<file path="src/hdl/portrait_pkg.sv">
// Constants, modes and state layout for the rotated portrait refresh path
// Function
// - Only one screen region, no split screen
// - Default scheme: pixel rate equals core clock
// - Alternate scheme: core clock twice pixel clock
// - Select zero in default: memory clock halved
// - Default scheme pans in two-line steps
// - Alternate scheme pans in one-line steps
// - Control bit 2 runs memory at core rate
// - Memory contents never rotated by hardware
// - Control 80h selects default scheme
// - Control C0h selects alternate scheme
// - Offset zero is portrait upper-left pixel
// - Alternate stride equals width, no padding
// - Pixel select bits divide pixel clock further
// - Portrait start address is a byte offset
// - Enable clear: landscape, portrait settings ignored
// - Memory clock raised during each host access
package portrait_pkg;

  localparam int          ADDR_W          = 17;    // Display memory byte address width
  localparam int          CNT_W           = 10;    // Timing counter width
  localparam int          DIV_W           = 4;     // Pixel divider width

  // Portrait control byte fields
  localparam int          CTRL_EN_BIT     = 7;     // Portrait enable
  localparam int          CTRL_ALT_BIT    = 6;     // Alternate scheme select
  localparam int          CTRL_MCLK_BIT   = 2;     // Memory clock select
  localparam int          CTRL_PSEL_LSB   = 0;     // Pixel clock select, two bits
  localparam logic [7:0]  CTRL_DEFAULT    = 8'h80; // Default scheme, no extras
  localparam logic [7:0]  CTRL_ALTERNATE  = 8'hC0; // Alternate scheme, no extras

  // Base pixel divide ratios (log2) per scheme
  localparam logic [1:0]  DIV_LOG_DEFAULT = 2'h0;  // Pixel rate = core clock
  localparam logic [1:0]  DIV_LOG_ALT     = 2'h1;  // Pixel rate = core clock / 2

  // Timing
  localparam int          CORE_CLK_MHZ    = 25;    // Core clock rate
  localparam int          ALT_MAX_PIX_KHZ = 12500; // Alternate pixel clock ceiling
  localparam int          ALT_MIN_RATIO   = (CORE_CLK_MHZ * 1000) / ALT_MAX_PIX_KHZ;

  // Refresh modes, Gray coded
  typedef enum logic [1:0] {
    MODE_LANDSCAPE = 2'h0,
    MODE_DEFAULT   = 2'h1,
    MODE_ALTERNATE = 2'h3
  } mode_t;

  // Whole module state
  typedef struct packed {
    logic [CNT_W-1:0]  h_cnt;       // Pixel position in line
    logic [CNT_W-1:0]  v_cnt;       // Line position in frame
    logic [DIV_W-1:0]  div_cnt;     // Pixel divider
    logic              mclk_phase;  // Slow memory clock phase
    logic [ADDR_W-1:0] line_addr;   // First fetch of current line
    logic [ADDR_W-1:0] pix_addr;    // Next fetch address
    logic              rd_en;       // Fetch strobe
    logic [ADDR_W-1:0] rd_addr;     // Fetch address
    logic [7:0]        pix_data;    // Pixel byte to panel
    logic              pix_valid;   // Pixel byte strobe
    logic              line_start;  // First pixel of line
    logic              frame_start; // First pixel of frame
    logic              disp_active; // Active window
    logic              mclk_en;     // Memory clock enable
  } state_t;

  localparam state_t STATE_RESET = '0; // All state clear after reset

endpackage : portrait_pkg

</file>
<file path="src/hdl/portrait_rotation_refresh.sv">
// Rotated portrait refresh: pixel timing, rotated fetch and memory clock control
`timescale 1ns/1ps
module portrait_rotation_refresh (
  input  wire logic                          core_clk,           // 25 MHz core clock
  input  wire logic                          resetn,             // Async reset, active low
  input  wire logic [7:0]                    portrait_ctrl,      // Portrait control byte
  input  wire logic [portrait_pkg::ADDR_W-1:0] start_addr,       // Screen start address
  input  wire logic [7:0]                    line_byte_count,    // Portrait stride in bytes
  input  wire logic [portrait_pkg::CNT_W-1:0] horiz_active_period, // Pixels per line
  input  wire logic [portrait_pkg::CNT_W-1:0] horiz_blank_period,  // Blank pixels per line
  input  wire logic [portrait_pkg::CNT_W-1:0] vert_active_period,  // Lines per frame
  input  wire logic [portrait_pkg::CNT_W-1:0] vert_blank_period,   // Blank lines per frame
  input  wire logic                          host_access,        // Host access in progress
  input  wire logic [7:0]                    mem_rd_data,        // Read data, valid in the strobe cycle
  output logic                               mem_rd_en,          // Display memory read
  output logic [portrait_pkg::ADDR_W-1:0]    mem_rd_addr,        // Display memory byte address
  output logic [7:0]                         pixel_data,         // Pixel byte to panel
  output logic                               pixel_valid,        // Pixel byte strobe
  output logic                               line_start,         // First pixel of a line
  output logic                               frame_start,        // First pixel of a frame
  output logic                               display_active,     // Active window flag
  output logic                               mem_clk_en          // Memory clock enable
);
  import portrait_pkg::*;

  // Refresh flow: a divider gives one pixel tick per pixel period, and each
  // tick inside the active window issues one byte fetch; the byte reaches the
  // panel port on the following cycle.
  // Portrait order: a panel line walks one byte column of the host image,
  // stepping by the stride per pixel; the next panel line starts one byte
  // to the left, so the last line begins at offset zero.
  // Nothing here moves stored pixels: an image written before the switch
  // shows up unrotated until the host rewrites it.
  // Limitation: one screen region only, there is no second start address.
  // Hazard: the stride is read live, so changing it while a frame is shown tears
  // the picture; the start address is taken only at frame end. Change them in vertical blanking.

  // Refuse a divider too narrow for the largest ratio
  if (DIV_W < 4) begin : g_div_chk
    $error("Pixel divider too narrow");
  end

  // Stride and start masks are built from an 8-bit count
  if (ADDR_W <= 8) begin : g_addr_chk
    $error("Address too narrow for the stride");
  end

  // Alternate base divide must meet the core to pixel clock ceiling
  if ((1 << DIV_LOG_ALT) < ALT_MIN_RATIO) begin : g_alt_chk
    $error("Alternate divide below clock ceiling");
  end

  // Decode, timing and address nets
  state_t            state_reg;   // Registered state
  state_t            state_next;  // Next state
  mode_t             mode;        // Decoded refresh mode
  logic [1:0]        pix_sel;     // Extra pixel clock divide
  logic [2:0]        div_log;     // Total divide ratio, log2
  logic [DIV_W-1:0]  div_top;     // Divider terminal count
  logic              pix_en;      // One pixel period elapsed
  logic [CNT_W-1:0]  h_total;     // Line length in pixels
  logic [CNT_W-1:0]  v_total;     // Frame length in lines
  logic [ADDR_W-1:0] start_eff;   // Start after panning alignment
  logic [ADDR_W-1:0] stride;      // Byte step between pixels of a line
  logic [ADDR_W-1:0] frame_base;  // First fetch of a frame
  logic [ADDR_W-1:0] next_line;   // First fetch of next line
  logic              h_wrap;      // Last pixel of line
  logic              v_wrap;      // Last line of frame
  logic              active;      // Current pixel inside window

  // Mode decode; portrait settings ignored while enable is clear
  always_comb begin
    if (!portrait_ctrl[CTRL_EN_BIT]) begin
      mode = MODE_LANDSCAPE;
    end else if (portrait_ctrl[CTRL_ALT_BIT]) begin
      mode = MODE_ALTERNATE;
    end else begin
      mode = MODE_DEFAULT;
    end
  end

  // Pixel divider ratio and address stepping per mode
  always_comb begin
    pix_sel = portrait_ctrl[CTRL_PSEL_LSB +: 2];
    // Landscape walks linearly from a word start
    unique case (mode)
      MODE_LANDSCAPE: begin
        div_log   = {1'b0, DIV_LOG_DEFAULT};
        start_eff = start_addr;
        stride    = {{(ADDR_W-1){1'b0}}, 1'b1};
        // Word offset becomes a byte address
        frame_base = {start_addr[ADDR_W-2:0], 1'b0};
      end
      MODE_DEFAULT: begin
        div_log = {1'b0, DIV_LOG_DEFAULT} + {1'b0, pix_sel};
        // Drop the odd-line part so panning moves two lines at a time
        start_eff  = start_addr & ~{{(ADDR_W-8){1'b0}}, line_byte_count};
        // Stride is the padded power-of-two count
        stride     = {{(ADDR_W-8){1'b0}}, line_byte_count};
        frame_base = start_eff;
      end
      MODE_ALTERNATE: begin
        div_log    = {1'b0, DIV_LOG_ALT} + {1'b0, pix_sel};
        // Start used whole, so panning moves one line at a time
        start_eff  = start_addr;
        stride     = {{(ADDR_W-8){1'b0}}, line_byte_count};
        frame_base = start_eff;
      end
    endcase
  end

  // Divider terminal count and timing totals
  always_comb begin
    // Divider counts up to the terminal value, then ticks
    div_top = DIV_W'((1 << div_log) - 1);
    pix_en  = (state_reg.div_cnt >= div_top);
    h_total = horiz_active_period + horiz_blank_period;
    v_total = vert_active_period + vert_blank_period;
    // Counters wrap one short of the totals
    h_wrap  = (state_reg.h_cnt >= h_total - CNT_W'(1));
    v_wrap  = (state_reg.v_cnt >= v_total - CNT_W'(1));
    // Window is the leading corner of the line and the frame
    active  = (state_reg.h_cnt < horiz_active_period) &&
              (state_reg.v_cnt < vert_active_period);
  end

  // First fetch of the next line
  always_comb begin
    if (v_wrap) begin
      // Single screen region only, always from the one start address
      next_line = frame_base;
    end else if (mode == MODE_LANDSCAPE) begin
      next_line = state_reg.line_addr + ADDR_W'(horiz_active_period);
    end else begin
      // Each panel line walks one byte column leftward
      next_line = state_reg.line_addr - ADDR_W'(1);
    end
  end

  // Next state
  always_comb begin
    // Pulses fall unless a tick raises them
    state_next             = state_reg;
    state_next.rd_en       = 1'b0;
    state_next.pix_valid   = state_reg.rd_en;
    state_next.line_start  = 1'b0;
    state_next.frame_start = 1'b0;

    // Memory never written here, so old contents show unrotated
    state_next.pix_data = state_reg.rd_en ? mem_rd_data : state_reg.pix_data;

    // Memory clock: full rate in alternate, with select bit, or on host access
    // Phase flips every cycle, so a slow enable is high every other cycle
    state_next.mclk_phase = ~state_reg.mclk_phase;
    if (mode == MODE_ALTERNATE) begin
      state_next.mclk_en = 1'b1;
    end else if (mode != MODE_LANDSCAPE && portrait_ctrl[CTRL_MCLK_BIT]) begin
      state_next.mclk_en = 1'b1;
    end else if (mode != MODE_LANDSCAPE && host_access) begin
      state_next.mclk_en = 1'b1;
    end else if (mode != MODE_LANDSCAPE) begin
      state_next.mclk_en = state_reg.mclk_phase;
    end else begin
      state_next.mclk_en = 1'b1;
    end

    // Pixel divider
    // Restarts at each tick, so a ratio change takes effect at once
    if (pix_en) begin
      state_next.div_cnt = '0;
    end else begin
      state_next.div_cnt = state_reg.div_cnt + DIV_W'(1);
    end

    // One pixel period per divider wrap
    if (pix_en) begin
      state_next.disp_active = active;
      // Fetch only inside the window
      if (active) begin
        state_next.rd_en       = 1'b1;
        state_next.rd_addr     = state_reg.pix_addr;
        state_next.pix_addr    = state_reg.pix_addr + stride;
        state_next.line_start  = (state_reg.h_cnt == '0);
        state_next.frame_start = (state_reg.h_cnt == '0) && (state_reg.v_cnt == '0);
      end
      // Line end: reload the pointer from the next line start
      if (h_wrap) begin
        state_next.h_cnt     = '0;
        state_next.line_addr = next_line;
        state_next.pix_addr  = next_line;
        // Frame end restarts the line count
        if (v_wrap) begin
          state_next.v_cnt = '0;
        end else begin
          state_next.v_cnt = state_reg.v_cnt + CNT_W'(1);
        end
      end else begin
        state_next.h_cnt = state_reg.h_cnt + CNT_W'(1);
      end
    end
  end

  // State register
  always_ff @(posedge core_clk or negedge resetn) begin
    if (!resetn) begin
      // Counters, pointers and pulses all clear
      state_reg <= STATE_RESET;
    end else begin
      state_reg <= state_next;
    end
  end

  // Outputs straight from state flops; line 0 pixel 0 is portrait top right,
  // last line begins at offset zero, the portrait upper left
  assign mem_rd_en      = state_reg.rd_en;
  assign mem_rd_addr    = state_reg.rd_addr;
  assign pixel_data     = state_reg.pix_data;
  assign pixel_valid    = state_reg.pix_valid;
  assign line_start     = state_reg.line_start;
  assign frame_start    = state_reg.frame_start;
  assign display_active = state_reg.disp_active;
  assign mem_clk_en     = state_reg.mclk_en;

endmodule : portrait_rotation_refresh

</file>
<file path="config.mk">
export PLATFORM = sky130hd
export DESIGN_NAME = portrait_rotation_refresh
export DESIGN_NICKNAME = d
export VERILOG_FILES = /design/src/hdl/portrait_pkg.sv /design/src/hdl/portrait_rotation_refresh.sv
export SDC_FILE = /design/constraint.sdc
export NUM_CORES = 1
export LEC_CHECK = 0
export ABC_AREA = 1
export CORE_UTILIZATION = 40
export CTS_BUF_LIST = sky130_fd_sc_hd__clkbuf_4
export DETAILED_ROUTE_END_ITERATION = 7
export DONT_BUFFER_PORTS = 1
export PLACE_DENSITY = 0.55
export SETUP_SLACK_MARGIN = 0.5
export SLEW_MARGIN = 20
export SYNTH_ARGS = -nofsm -noshare
export SYNTH_HDL_FRONTEND = slang
export SYNTH_SLANG_ARGS = --single-unit
</file>
<file path="constraint.sdc">
create_clock -name core_clk -period 3.3 [get_ports core_clk]
set_input_delay 0.99 -clock core_clk [delete_from_list [all_inputs] [get_ports core_clk]]
set_output_delay 0.99 -clock core_clk [all_outputs]
set_load 0.01 [all_outputs]
</file>
==> results.toml <==
[setup_path]
path_max_fanout = 4
critPathLaunchType = "input pin"
worstPathArrival_ns = 4.05
critical_path_required_ns = 3.73
critical_path.endpoint_type = "register"
timing_worst_setup_path_type = "input pin to register"

[floorplanning]
floorplan.core_area_sq_um = 20400
width_of_the_chip_microns = 147
dieArea_sq_um = 21600
start_util = 0.412
num_rows = 52
floorplan.io_pins = 115
die_height_microns = 147

[synthesis]
synth.cell_area_sq_um = 8420
syn-mean-instance-area_sq_um = 6.89
synthTopCellsByArea = "dfrtp_1 27%, nand2_1 20%, ha_1 16%"
ys_async_sr_fraction = 1.00
synth-seq-cells = 90
synth.top_cell.area_share = 0.267
compound_gate_portion_of_the_synthesized_area = 0.0786
synthCells = 1223
seq_area_frac_synth = 0.267
number_of_warnings_reported_in_the_yosys_synthesis_log = 0
synth_top_family_by_area = "simple AND/OR/NAND/NOR gates"
ys_types = 42
adder_cell_area_share_of_the_yosys_netlist = 0.168
synthSimpleGateAreaFrac = 0.304
synth-main-ff-cell = "dfrtp_1"
postSynthNetCount = 1418
synth_mux_area_frac = 0.0107
number_of_enable_type_register_cells_in_the_synthesized_netlist = 0
synthDominantAreaCellType = "dfrtp_1"
synth-xor-area-share = 0.0426

[finish]
num-fill-cells = 2091
multi_input_area_sq_um = 5860
n_antenna_cell = 0
commonest_non_fill_non_tap_cell_in_the_layout = "nand2_1"
final_cell_mix = "399 x nand2_1, 173 x inv_1, 90 x dfrtp_1"
largest_register_ff_count = 59
seqCellArea_sq_um = 2250
areaGrowthSynthToFinish_pct = 27.6
design.final.nets = 1504
final_layout_size_suffix_gt1_frac = 0.244

[timing]
report.final.slew_viol_count = 0
hold_slack_ns = 0.174
achievable_clock_frequency_mhz = 276
max_slew.worst_pin.slew_ns = 0.457
grt_setup_unrepaired = "yes"
clock-skew-final_ns = 0.0315
report.final.setup_viol = 52
tmin_final_ns = 3.62
hold_viol = 0
timing.max_slew.rel_slack = 0.692
timing.final.crit_share = 1.10
final_critical_path_setup_slack_ns = -0.319

[clock_tree]
clk_transition_reported_paths_ns = 0.16
cts_max_level = 3
worstSkewPairLatency_ns = 0.50
clk_path_buf_depth = 2
numClockSinks = 90
cts_buffers = 9
postCtsHoldBufs = 0
root_buffer = "clkbuf_4"
tritoncts_clock_tree = "done"

[placement]
hpwlAfterDp_mm = 16.0
placement.setup.worst_slack_ns = -0.935
io_buffers = 0
gp_routability_congestion = 0.828

[run]
maxCapViolations = 0

[routing]
wl_per_cell_microns = 13.9
route.final.wire_length_mm = 22.0
initialDrtViolationCount = 279
route.vias.total = 7681
dr.pass1.iters = 5
routed_via_density = 4.85
drtAntennaViolNets = 0
drcViolationCount = 0

[grt]
grt_max_degree = 91
globalRoute.totalOverflow = 0
global_route.usage.total = 0.203
global_route_wire_length_before_repair_mm = 35.0
antenna_found_initial = 0
number_of_global_route_vias_before_repair = 7285

[power]
cellLeakagePower_uw = 0.00584
total_power_uw = 8500
peak_vdd_ir_uv = 608
p_per_area_nw_per_um2 = 791

[worst_hold_path]
worst_hold_path_type = "input pin to asynchronous set/reset pin"

[status]
run_status = "finished with violations"
failed_checks = "negative setup slack"
==> routing by layer <==
layer / up-vias / track usage / part of all wire
li1: 4007 / - / -
met1: 3532 / 0.261 / 0.46
met2: 125 / 0.351 / 0.49
met3: 17 / 0.0425 / 0.039
met4: 0 / 0.0387 / 0.012
met5: - / 0 / 0
==> worst max-delay path, cell delays in order <==
cell and delay (ns):
clkinvlp_4 0.08, ha_4 0.29, inv_2 0.04, ha_4 0.24, nand3_1 0.06, nand2_1 0.08
nand2_1 0.06, nand2_1 0.08, a21oi_2 0.07, nor2_1 0.13, o21ai_2 0.07, buf_4 0.13
nand3b_1 0.07, nand2_1 0.06, ha_1 0.31, nand2_4 0.07, nor2_4 0.12, nand4_4 0.12
o211ai_4 0.25, buf_6 0.14, buf_12 0.11, buf_16 0.13, nand2_4 0.04, nand2_2 0.07
nand2_1 0.05, nand2_1 0.06, nand2_1 0.04, o21ai_1 0.06
==> power breakdown <==
| group | leakage, uW | internal, uW | switching (uW) | total [uW] |
|---|---|---|---|---|
| logic | 0.00463 | 2790 | 3050 | 5840 |
| clock network | 0.0000739 | 234 | 406 | 640 |
| registers | 0.00114 | 1530 | 482 | 2020 |
| total | 0.00584 | 4560 | 3930 | 8500 |
==> what timing repair did <==
item	in CTS	in global routing
gates resized for setup	63	136
endpoints found under the setup margin	65	75
gates cloned	4	6
buffers inserted	14	13
pin swaps	21	86
==> metrics by stage <==
stage	setup TNS, ns	std cells	util	area [sq um]
floorplan	-26.74	1223	-	8670
global placement	-43.00	1531	0.458	9360
detailed placement	-45.45	1531	0.458	9360
CTS	-12.58	1564	0.490	10000
global route	-21.49	1583	0.526	10700
finish	-12.09	1583	0.526	10700
==> cell usage after synthesis, types with 7 or more instances <==
master,count
o21ai_0,29
xnor2_1,14
ha_1,107
nor2_1,43
mux2_2,8
nand4_1,13
buf_2,8
inv_1,191
buf_4,27
clkbuf_1,7
nor3_1,14
nand2_1,459
a21oi_1,49
o21ai_1,16
nand3b_1,10
nand3_1,54
xor2_1,27
dfrtp_1,90
==> logic make-up (layout without fill, tap and decap cells) <==
| family | Yosys count | after routing |
|---|---|---|
| compound gates | 115 | 115 |
| xor+xnor | 41 | 41 |
| fa+ha+maj | 111 | 111 |
| buf+inv | 245 | 335 |
| flops | 90 | 90 |
| mux | 8 | 8 |
| simple gates | 613 | 613 |
==> final timing paths <==
kind	from	endpoint	slack, ns	cells after the start
min in group core_clk	state_reg[65]	state_reg[65]	0.44	1
hold reg to reg	state_reg[65]	state_reg[65]	0.44	1
max in group asynchronous	resetn	state_reg[73]	2.97	0
setup / recovery	vert_active_period[2]	state_reg[31]	-0.32	28
setup reg to reg	state_reg[48]	state_reg[47]	1.00	16
hold / removal	resetn	state_reg[34]	0.17	0
==> final cells by class <==
| type | instances | share of cell area |
|---|---|---|
| Clock inverter | 5 | 0.00524 |
| Sequential cell | 90 | 0.210 |
| Clock buffer | 10 | 0.00699 |
| Timing Repair Buffer | 123 | 0.126 |
| Tap cell | 270 | 0.0314 |
| Inverter | 197 | 0.0758 |
| Multi-Input combinational cell | 888 | 0.545 |
Note: power is estimated with default switching activity, not from simulation.
